File: src/pkg/pcd_pkg.sv
// Purpose: shared constants for the clock divider and regulator wake block
// Assumes: 32-bit AXI4-Lite register bus, one clock (core_clk, 40 MHz)
// Notes:   byte offsets, field positions and reset values live here, except the sdram / async echo enable resets
package pcd_pkg;

  // ----------------------------------------------------------------
  // register byte offsets
  // ----------------------------------------------------------------
  localparam logic [7:0] PCD_OFS_PLLCTL = 8'h00;  // multiplier, bypass, apply
  localparam logic [7:0] PCD_OFS_DIV    = 8'h04;  // system and core dividers
  localparam logic [7:0] PCD_OFS_MEMCTL = 8'h08;  // sdram / async echo enables
  localparam logic [7:0] PCD_OFS_VRCTL  = 8'h0c;  // regulator control
  localparam logic [7:0] PCD_OFS_STAT   = 8'h10;  // read-only status

  // ----------------------------------------------------------------
  // field layout and reset values
  // ----------------------------------------------------------------
  localparam int         PCD_MULT_W    = 7;
  localparam logic [6:0] PCD_MULT_RST  = 7'h06;   // multiplier after reset
  localparam logic [6:0] PCD_MULT_MIN  = 7'h05;
  localparam logic [6:0] PCD_MULT_MAX  = 7'h40;
  localparam int         PCD_BYP_BIT   = 8;
  localparam int         PCD_APPLY_BIT = 9;
  localparam int         PCD_CDF_LSB   = 4;       // core divider field position
  localparam logic [3:0] PCD_SSEL_RST  = 4'h5;    // system divider after reset
  localparam logic [1:0] PCD_CDF_RST   = 2'h0;    // core divider after reset
  localparam logic [3:0] PCD_CDIV_RST  = 4'h1;    // core ratio for that code
  localparam logic [1:0] PCD_REGF_RST  = 2'h3;    // regulator field after reset
  localparam logic [1:0] PCD_REGF_OFF  = 2'h0;    // value that shuts regulator
  localparam int         PCD_SDRAM_BIT = 0;       // memory control echo enables
  localparam int         PCD_ASYNC_BIT = 1;
  localparam int         PCD_LOCK_BIT  = 8;       // status bit positions
  localparam int         PCD_WAKE_BIT  = 9;
  localparam int         PCD_RUN_BIT   = 10;
  localparam int         PCD_PGOOD_BIT = 11;
  localparam logic [1:0] PCD_RESP_OK   = 2'h0;
  localparam logic [1:0] PCD_RESP_SLV  = 2'h2;    // unmapped address answer

  // ----------------------------------------------------------------
  // state of the pll relock sequence
  // ----------------------------------------------------------------
  typedef enum logic [0:0] {
    PCD_LOCKED  = 1'b0,
    PCD_RELOCK  = 1'b1
  } pcd_pll_e;

endpackage : pcd_pkg

File: src/rtl/pcd_clock_ctl.sv
// Purpose: clock dividers, pll multiplier control, clock echo outputs and
//          external regulator wake / power-good handling
// Assumes: core_clk stands for the vco clock; divided clocks leave as
//          one-cycle enable ticks; clock_input is sampled on core_clk
// Notes:   registers reached over AXI4-Lite
module pcd_clock_ctl
  import pcd_pkg::*;
#(
  parameter int LOCK_CYCLES = 512                  // pll relock interval
) (
  input  wire logic        core_clk,               // vco reference clock
  input  wire logic        arst_n,                 // async reset, active low
  input  wire logic [7:0]  s_axi_awaddr,           // write address
  input  wire logic        s_axi_awvalid,          // write address valid
  output logic             s_axi_awready,          // write address ready
  input  wire logic [31:0] s_axi_wdata,            // write data
  input  wire logic [3:0]  s_axi_wstrb,            // write strobes
  input  wire logic        s_axi_wvalid,           // write data valid
  output logic             s_axi_wready,           // write data ready
  output logic [1:0]       s_axi_bresp,            // write response
  output logic             s_axi_bvalid,           // write response valid
  input  wire logic        s_axi_bready,           // write response ready
  input  wire logic [7:0]  s_axi_araddr,           // read address
  input  wire logic        s_axi_arvalid,          // read address valid
  output logic             s_axi_arready,          // read address ready
  output logic [31:0]      s_axi_rdata,            // read data
  output logic [1:0]       s_axi_rresp,            // read response
  output logic             s_axi_rvalid,           // read data valid
  input  wire logic        s_axi_rready,           // read data ready
  input  wire logic        clock_input,            // sampled input clock
  input  wire logic        power_good_n,           // supply good, active low
  output logic             buffered_clock_out,     // copy of input clock
  output logic             core_clock,             // core clock tick
  output logic             sysclk_tick,            // peripheral clock tick
  output logic             sysclk_echo_out,        // system clock echo pin
  output logic             regulator_wake_out,     // regulator power request
  output logic             device_run,             // core may start
  output logic [6:0]       pll_mult                // active multiplier
);

  // ----------------------------------------------------------------
  // state
  // ----------------------------------------------------------------
  typedef struct packed {
    logic       awrdy;
    logic       aw_got;
    logic [7:0] awaddr;
    logic       wrdy;
    logic       w_got;
    logic [31:0] wdata;
    logic [3:0] wstrb;
    logic       bvalid;
    logic [1:0] bresp;
    logic       arrdy;
    logic       rvalid;
    logic [31:0] rdata;
    logic [1:0] rresp;
    logic [6:0] mult;
    logic [6:0] mult_pend;
    logic       bypass;
    pcd_pll_e   pll;
    logic [15:0] lock_cnt;
    logic [3:0] ssel;
    logic [1:0] cdf;
    logic [3:0] sdiv;      // system ratio in use
    logic [3:0] cdiv;      // core ratio in use
    logic [3:0] scnt;
    logic [3:0] ccnt;
    logic       sdram_en;
    logic       async_en;
    logic [1:0] regf;
    logic       in_clk_q;
    logic       bufclk;
    logic       ctick;
    logic       stick;
    logic       echo;
    logic       wake;
    logic       run;
  } pcd_state_s;

  pcd_state_s s_q;
  pcd_state_s s_d;

  // core ratio code to divisor
  function automatic logic [3:0] core_ratio(input logic [1:0] code);
    case (code)
      2'h0:    core_ratio = 4'h1;
      2'h1:    core_ratio = 4'h2;
      2'h2:    core_ratio = 4'h4;
      default: core_ratio = 4'h8;
    endcase
  endfunction : core_ratio

  // advance a divider counter; tick on wrap, reload ratio at the wrap
  function automatic logic [4:0] div_step(input logic [3:0] cnt,
                                          input logic [3:0] div);
    if (cnt >= div - 4'h1) begin
      div_step = 5'h10;
    end else begin
      div_step = {1'b0, cnt + 4'h1};
    end
  endfunction : div_step

  localparam logic [15:0] LOCK_LAST = 16'(LOCK_CYCLES - 1);

  logic       aw_take;
  logic       w_take;
  logic       do_wr;
  logic [7:0] wa;
  logic [31:0] wd;
  logic [4:0] sstep;
  logic [4:0] cstep;
  logic       in_rise;

  // ----------------------------------------------------------------
  // next state
  // ----------------------------------------------------------------
  always_comb begin
    s_d     = s_q;
    aw_take = s_axi_awvalid & s_q.awrdy;
    w_take  = s_axi_wvalid & s_q.wrdy;
    wa      = s_q.aw_got ? s_q.awaddr : s_axi_awaddr;
    wd      = s_q.w_got ? s_q.wdata : s_axi_wdata;
    do_wr   = (s_q.aw_got | aw_take) & (s_q.w_got | w_take) & ~s_q.bvalid;
    in_rise = clock_input & ~s_q.in_clk_q;
    sstep   = div_step(s_q.scnt, s_q.sdiv);
    cstep   = div_step(s_q.ccnt, s_q.cdiv);

    // write channel capture
    if (aw_take) begin
      s_d.aw_got = 1'b1;
      s_d.awaddr = s_axi_awaddr;
      s_d.awrdy  = 1'b0;
    end
    if (w_take) begin
      s_d.w_got = 1'b1;
      s_d.wdata = s_axi_wdata;
      s_d.wstrb = s_axi_wstrb;
      s_d.wrdy  = 1'b0;
    end

    // pll relock sequence
    if (s_q.pll == PCD_RELOCK) begin
      if (s_q.lock_cnt == LOCK_LAST) begin
        s_d.pll  = PCD_LOCKED;
        s_d.mult = s_q.mult_pend;
      end else begin
        s_d.lock_cnt = s_q.lock_cnt + 16'h1;
      end
    end

    // register writes
    if (do_wr) begin
      s_d.bvalid = 1'b1;
      s_d.bresp  = PCD_RESP_OK;
      s_d.aw_got = 1'b0;
      s_d.w_got  = 1'b0;
      if ((s_q.w_got ? s_q.wstrb : s_axi_wstrb) != 4'h0) begin
        case (wa)
          PCD_OFS_PLLCTL: begin
            if (wd[6:0] >= PCD_MULT_MIN && wd[6:0] <= PCD_MULT_MAX) begin
              s_d.mult_pend = wd[6:0];
            end
            s_d.bypass = wd[PCD_BYP_BIT];
            if (wd[PCD_APPLY_BIT] && s_q.pll == PCD_LOCKED) begin
              s_d.pll      = PCD_RELOCK;
              s_d.lock_cnt = 16'h0;
            end
          end
          PCD_OFS_DIV: begin
            if (wd[3:0] != 4'h0) begin
              s_d.ssel = wd[3:0];
            end
            s_d.cdf = wd[PCD_CDF_LSB +: 2];
          end
          PCD_OFS_MEMCTL: begin
            s_d.sdram_en = wd[PCD_SDRAM_BIT];
            s_d.async_en = wd[PCD_ASYNC_BIT];
          end
          PCD_OFS_VRCTL: s_d.regf = wd[1:0];
          PCD_OFS_STAT: s_d.bresp = PCD_RESP_SLV;
          default: s_d.bresp = PCD_RESP_SLV;
        endcase
      end
    end
    if (s_q.bvalid && s_axi_bready) begin
      s_d.bvalid = 1'b0;
      s_d.awrdy  = 1'b1;
      s_d.wrdy   = 1'b1;
    end

    // read channel
    if (s_axi_arvalid && s_q.arrdy) begin
      s_d.arrdy  = 1'b0;
      s_d.rvalid = 1'b1;
      s_d.rresp  = PCD_RESP_OK;
      s_d.rdata  = 32'h0;
      case (s_axi_araddr)
        PCD_OFS_PLLCTL: begin
          s_d.rdata[6:0]           = s_q.mult_pend;
          s_d.rdata[PCD_BYP_BIT]   = s_q.bypass;
        end
        PCD_OFS_DIV: begin
          s_d.rdata[3:0]                = s_q.ssel;
          s_d.rdata[PCD_CDF_LSB +: 2]   = s_q.cdf;
        end
        PCD_OFS_MEMCTL: begin
          s_d.rdata[PCD_SDRAM_BIT] = s_q.sdram_en;
          s_d.rdata[PCD_ASYNC_BIT] = s_q.async_en;
        end
        PCD_OFS_VRCTL:  s_d.rdata[1:0] = s_q.regf;
        PCD_OFS_STAT: begin
          s_d.rdata[6:0] = s_q.mult;
          s_d.rdata[PCD_LOCK_BIT]  = (s_q.pll == PCD_LOCKED);
          s_d.rdata[PCD_WAKE_BIT]  = s_q.wake;
          s_d.rdata[PCD_RUN_BIT]   = s_q.run;
          s_d.rdata[PCD_PGOOD_BIT] = ~power_good_n;
        end
        default: s_d.rresp = PCD_RESP_SLV;
      endcase
    end
    if (s_q.rvalid && s_axi_rready) begin
      s_d.rvalid = 1'b0;
      s_d.arrdy  = 1'b1;
    end

    // clock echo of input clock
    s_d.in_clk_q = clock_input;
    s_d.bufclk  = clock_input;

    // dividers: the ratio in use is reloaded only at a wrap
    s_d.scnt = sstep[3:0];
    s_d.ccnt = cstep[3:0];
    if (sstep[4]) begin
      s_d.sdiv = s_q.ssel;
    end
    if (cstep[4]) begin
      s_d.cdiv = core_ratio(s_q.cdf);
    end
    if (s_q.bypass) begin
      s_d.stick = in_rise;
      s_d.ctick = in_rise;
    end else begin
      s_d.stick = sstep[4];
      s_d.ctick = cstep[4];
    end
    s_d.echo = s_d.stick & (s_q.sdram_en | s_q.async_en);

    // regulator wake and power good
    s_d.wake = (s_q.regf != PCD_REGF_OFF);
    s_d.run  = s_q.wake & ~power_good_n;
  end

  // ----------------------------------------------------------------
  // state register
  // ----------------------------------------------------------------
  always_ff @(posedge core_clk or negedge arst_n) begin
    if (!arst_n) begin
      s_q           <= '0;
      s_q.awrdy     <= 1'b1;
      s_q.wrdy      <= 1'b1;
      s_q.arrdy     <= 1'b1;
      s_q.mult      <= PCD_MULT_RST;
      s_q.mult_pend <= PCD_MULT_RST;
      s_q.pll       <= PCD_LOCKED;
      s_q.ssel      <= PCD_SSEL_RST;
      s_q.sdiv      <= PCD_SSEL_RST;
      s_q.cdf       <= PCD_CDF_RST;
      s_q.cdiv      <= PCD_CDIV_RST;
      s_q.sdram_en  <= 1'b1;
      s_q.async_en  <= 1'b1;
      s_q.regf      <= PCD_REGF_RST;
    end else begin
      s_q <= s_d;
    end
  end

  // outputs straight from flops
  assign s_axi_awready      = s_q.awrdy;
  assign s_axi_wready       = s_q.wrdy;
  assign s_axi_bvalid       = s_q.bvalid;
  assign s_axi_bresp        = s_q.bresp;
  assign s_axi_arready      = s_q.arrdy;
  assign s_axi_rvalid       = s_q.rvalid;
  assign s_axi_rdata        = s_q.rdata;
  assign s_axi_rresp        = s_q.rresp;
  assign buffered_clock_out = s_q.bufclk;
  assign core_clock         = s_q.ctick;
  assign sysclk_tick        = s_q.stick;
  assign sysclk_echo_out    = s_q.echo;
  assign regulator_wake_out = s_q.wake;
  assign device_run         = s_q.run;
  assign pll_mult           = s_q.mult;
endmodule : pcd_clock_ctl

File: config.mk
export PLATFORM = sky130hd
export DESIGN_NAME = pcd_clock_ctl
export DESIGN_NICKNAME = d
export VERILOG_FILES = /design/src/pkg/pcd_pkg.sv /design/src/rtl/pcd_clock_ctl.sv
export SDC_FILE = /design/constraint.sdc
export NUM_CORES = 1
export LEC_CHECK = 0
export BUFFER_PORTS_ARGS = -buffer_cell sky130_fd_sc_hd__buf_4
export CAP_MARGIN = 20
export CELL_PAD_IN_SITES_DETAIL_PLACEMENT = 0
export CELL_PAD_IN_SITES_GLOBAL_PLACEMENT = 1
export CORE_UTILIZATION = 40
export CTS_BUF_LIST = sky130_fd_sc_hd__clkbuf_4 sky130_fd_sc_hd__clkbuf_8
export DETAILED_ROUTE_END_ITERATION = 8
export MAX_ROUTING_LAYER = met4
export PLACE_DENSITY_LB_ADDON = 0.1
export SYNTH_ARGS = -nofsm -noshare
export SYNTH_HDL_FRONTEND = slang
export SYNTH_SLANG_ARGS = --single-unit
export TNS_END_PERCENT = 100
File: constraint.sdc
create_clock -name core_clk -period 2.5 [get_ports core_clk]
set_clock_uncertainty 0.1 [all_clocks]
set_input_delay 0.125 -clock core_clk [delete_from_list [all_inputs] [get_ports core_clk]]
set_output_delay 0.125 -clock core_clk [all_outputs]
set_load 0.02 [all_outputs]
==> flow_summary.json <==
{
  "period_share": 0.953,
  "setup_slack_ps": 118,
  "critPathLaunchType": "flop",
  "crit_slowest_cell": "or4_4",
  "grt_pass1_wl_um": 18500,
  "grt_pass1_vias": 3771,
  "htreeDepth": 3,
  "largest_reg_flops": 74,
  "die_h_um": 117,
  "synth_edf_count": 0,
  "clk_latency_ps": 380,
  "synth_mux_area_frac": 0.150,
  "synthFlopType": "dfrtp_1",
  "synthAdderAreaFrac": 0.0306,
  "cts_buffer_depth": 2,
  "place.gp.congestion": 0.814,
  "seq_area_mm2": 0.00265,
  "arrival_ps": 2550,
  "ys_types": 49,
  "synth_top_family_by_area": "multiplexers",
  "nets": 654,
  "grt_max_degree": 60,
  "synth-xor-area-share": 0.0346,
  "io_pins": 115,
  "n_fill_cell": 1189,
  "synth-compound-area-share": 0.0809,
  "multi_input_comb_area_mm2": 0.00231,
  "setup_viol": 0,
  "maxSlewHeadroom": 0.526,
  "total_leakage_power_nw": 2.88,
  "numCtsBuffers": 9,
  "hold_path.class": "input port to flop",
  "drv_cap": 0,
  "portBuffers": 68,
  "antenna_found_initial": 0,
  "max_flop_register": "s_q",
  "cp.required_ps": 2670,
  "status": "completed",
  "ys_ff_latch": 105,
  "dp_hpwl_um": 7840,
  "rows": 41,
  "root_buffer": "clkbuf_8",
  "end_kind": "flop",
  "cellPowerDensity_mw_per_mm2": 756,
  "totalPowerFinal_mw": 4.87,
  "vias": 3691,
  "synthArstFlopShare": 1.00,
  "wirelength_um": 10900,
  "cpPeakStageDelay_ps": 540,
  "r2r_start": "s_q[140]",
  "vdd_drop_max_uv": 524,
  "cts_tree": "yes",
  "cts_num_sinks": 105,
  "clk_pin_slew_ps": 100,
  "period_needed_ps": 2380,
  "dieWidth_um": 117,
  "antenna_cells": 0,
  "yosys_warnings": 0,
  "hp-start": "s_axi_araddr[5]",
  "cp_max_fo": 9,
  "place_ws_ps": -33.9,
  "postRouteAntennaNets": 0,
  "synth_area_mm2": 0.00532,
  "fmax_ghz": 0.420,
  "drt_iter0_markers": 126,
  "synth_top_area_cell": "dfrtp_1",
  "worst_slew_pin_slew_ps": 702,
  "start_util": 0.417,
  "area_growth_pct": 21.1,
  "crit_start": "s_q[140]",
  "maxSlewViolCount": 0,
  "drive_above_1_share": 0.311,
  "die_area_mm2": 0.0138,
  "hold_viol": 0,
  "syn_avg_cell_area_um2": 11.1,
  "dr.pass1.iters": 5,
  "synth.area.top_cells": "dfrtp_1, mux2_2, dfstp_2",
  "synth.yosys.seq_area_share": 0.498,
  "crit_chain": "nor4_1, a21oi_1, or4_4, a211oi_4, buf_4, mux2_2",
  "avgRoutedWirePerCell_um": 14.4,
  "overflow": 0,
  "vias_per_cell": 4.88,
  "synth_top_area_frac": 0.419,
  "synthCells": 481,
  "path_class": "flop to flop",
  "track_usage": 0.175,
  "synthSimpleGateAreaFrac": 0.122,
  "coreArea_mm2": 0.0128,
  "drc": 0
}
[final timing paths]
check,end,slack [ps],depth (start not counted)
min in group asynchronous,s_q[111],210,2
setup reg to reg,s_q[54],120,6
hold reg to reg,s_q[15],390,1
setup / recovery,s_q[54],120,6
max in group asynchronous,pll_mult[1],1320,3
hold / removal,s_axi_rdata[1],60,4
[critical path: cells and delay by family (launching register included)]
family,cells,cell delay [ps]
and+or+nand+nor,2,860
muxes,1,330
buffers and inverters,1,190
AOI/OAI and AO/OA,2,290
DFF,1,500
[cell type report]
type,instances,area share
clock buffers,11,0.0225
clock inverters,5,0.00855
inverters,17,0.00990
multi-input cells,326,0.359
flip-flops and latches,105,0.411
well taps,172,0.0334
repair buffers,121,0.155
[power by group]
| group | internal (mW) | switching, mW | total, mW |
|---|---|---|---|
| sequential | 2.09 | 0.316 | 2.41 |
| clock | 0.498 | 0.575 | 1.07 |
| combinational | 0.727 | 0.661 | 1.39 |
| total | 3.32 | 1.55 | 4.87 |
[timing repair]
item                       CTS  global route
setup buffers                1             0
pin swaps                    1             0
hold endpoints to repair    77             0
hold buffers                33             0
resized for setup            0             1
setup endpoints to repair    6             5
[cell families (layout without fill, tap and decap cells)]
| family | count (synthesis) | in the layout |
|---|---|---|
| other | 1 | 23 |
| AOI/OAI and AO/OA | 66 | 66 |
| buffers and inverters | 72 | 154 |
| and+or+nand+nor | 131 | 131 |
| adders and majority gates | 13 | 13 |
| xor gates and xnor gates | 21 | 21 |
| DFF | 105 | 105 |
| muxes | 72 | 72 |
[cell usage after synthesis (all sizes together), types with 3 or more instances]
| cell | instances |
|---|---|
| a21o | 6 |
| a21oi | 8 |
| a22o | 6 |
| a22oi | 3 |
| and3 | 5 |
| buf | 47 |
| clkbuf | 8 |
| dfrtp | 89 |
| dfstp | 16 |
| ha | 13 |
| inv | 17 |
| mux2 | 54 |
| mux2i | 17 |
| nand2 | 28 |
| nand2b | 4 |
| nand3 | 12 |
| nand4 | 8 |
| nor2 | 39 |
| nor2b | 4 |
| nor3 | 10 |
| nor4 | 5 |
| nor4b | 3 |
| o21ai | 29 |
| or2 | 3 |
| xnor2 | 8 |
| xor2 | 13 |
[routing by layer]
layer | up-vias | global-route usage | routed length [um]
met5 | - | - | 0
met4 | 0 | 0.0414 | 72
met3 | 4 | 0.0482 | 468
met2 | 75 | 0.293 | 5430
met1 | 1797 | 0.209 | 4910
li1 | 1815 | - | -
[layout by cell type, fill, tap and decap left out, types with 13 or more instances in the layout]
master	instances
buf_4	86
conb_1	23
dfrtp_1	88
dfstp_2	16
dlygate4sd3_1	33
ha_1	13
inv_1	17
mux2_2	54
mux2i_1	17
nand2_1	28
nor2_1	39
o21ai_0	29
xor2_1	13
[per-stage QoR]
step	cell area, um^2	setup TNS [ps]	util	hold WS (ps)	cells
4_1_cts	6440	0	0.504	46.4	757
3_3_place_gp	5900	0	0.462	93.7	706
2_1_floorplan	5400	0	-	-271	503
6_report	6440	0	0.504	61.5	757
5_1_grt	6440	-2.56	0.504	73.3	757
3_5_place_dp	5900	-129	0.462	97.8	707
(Power assumes the default switching activity.)
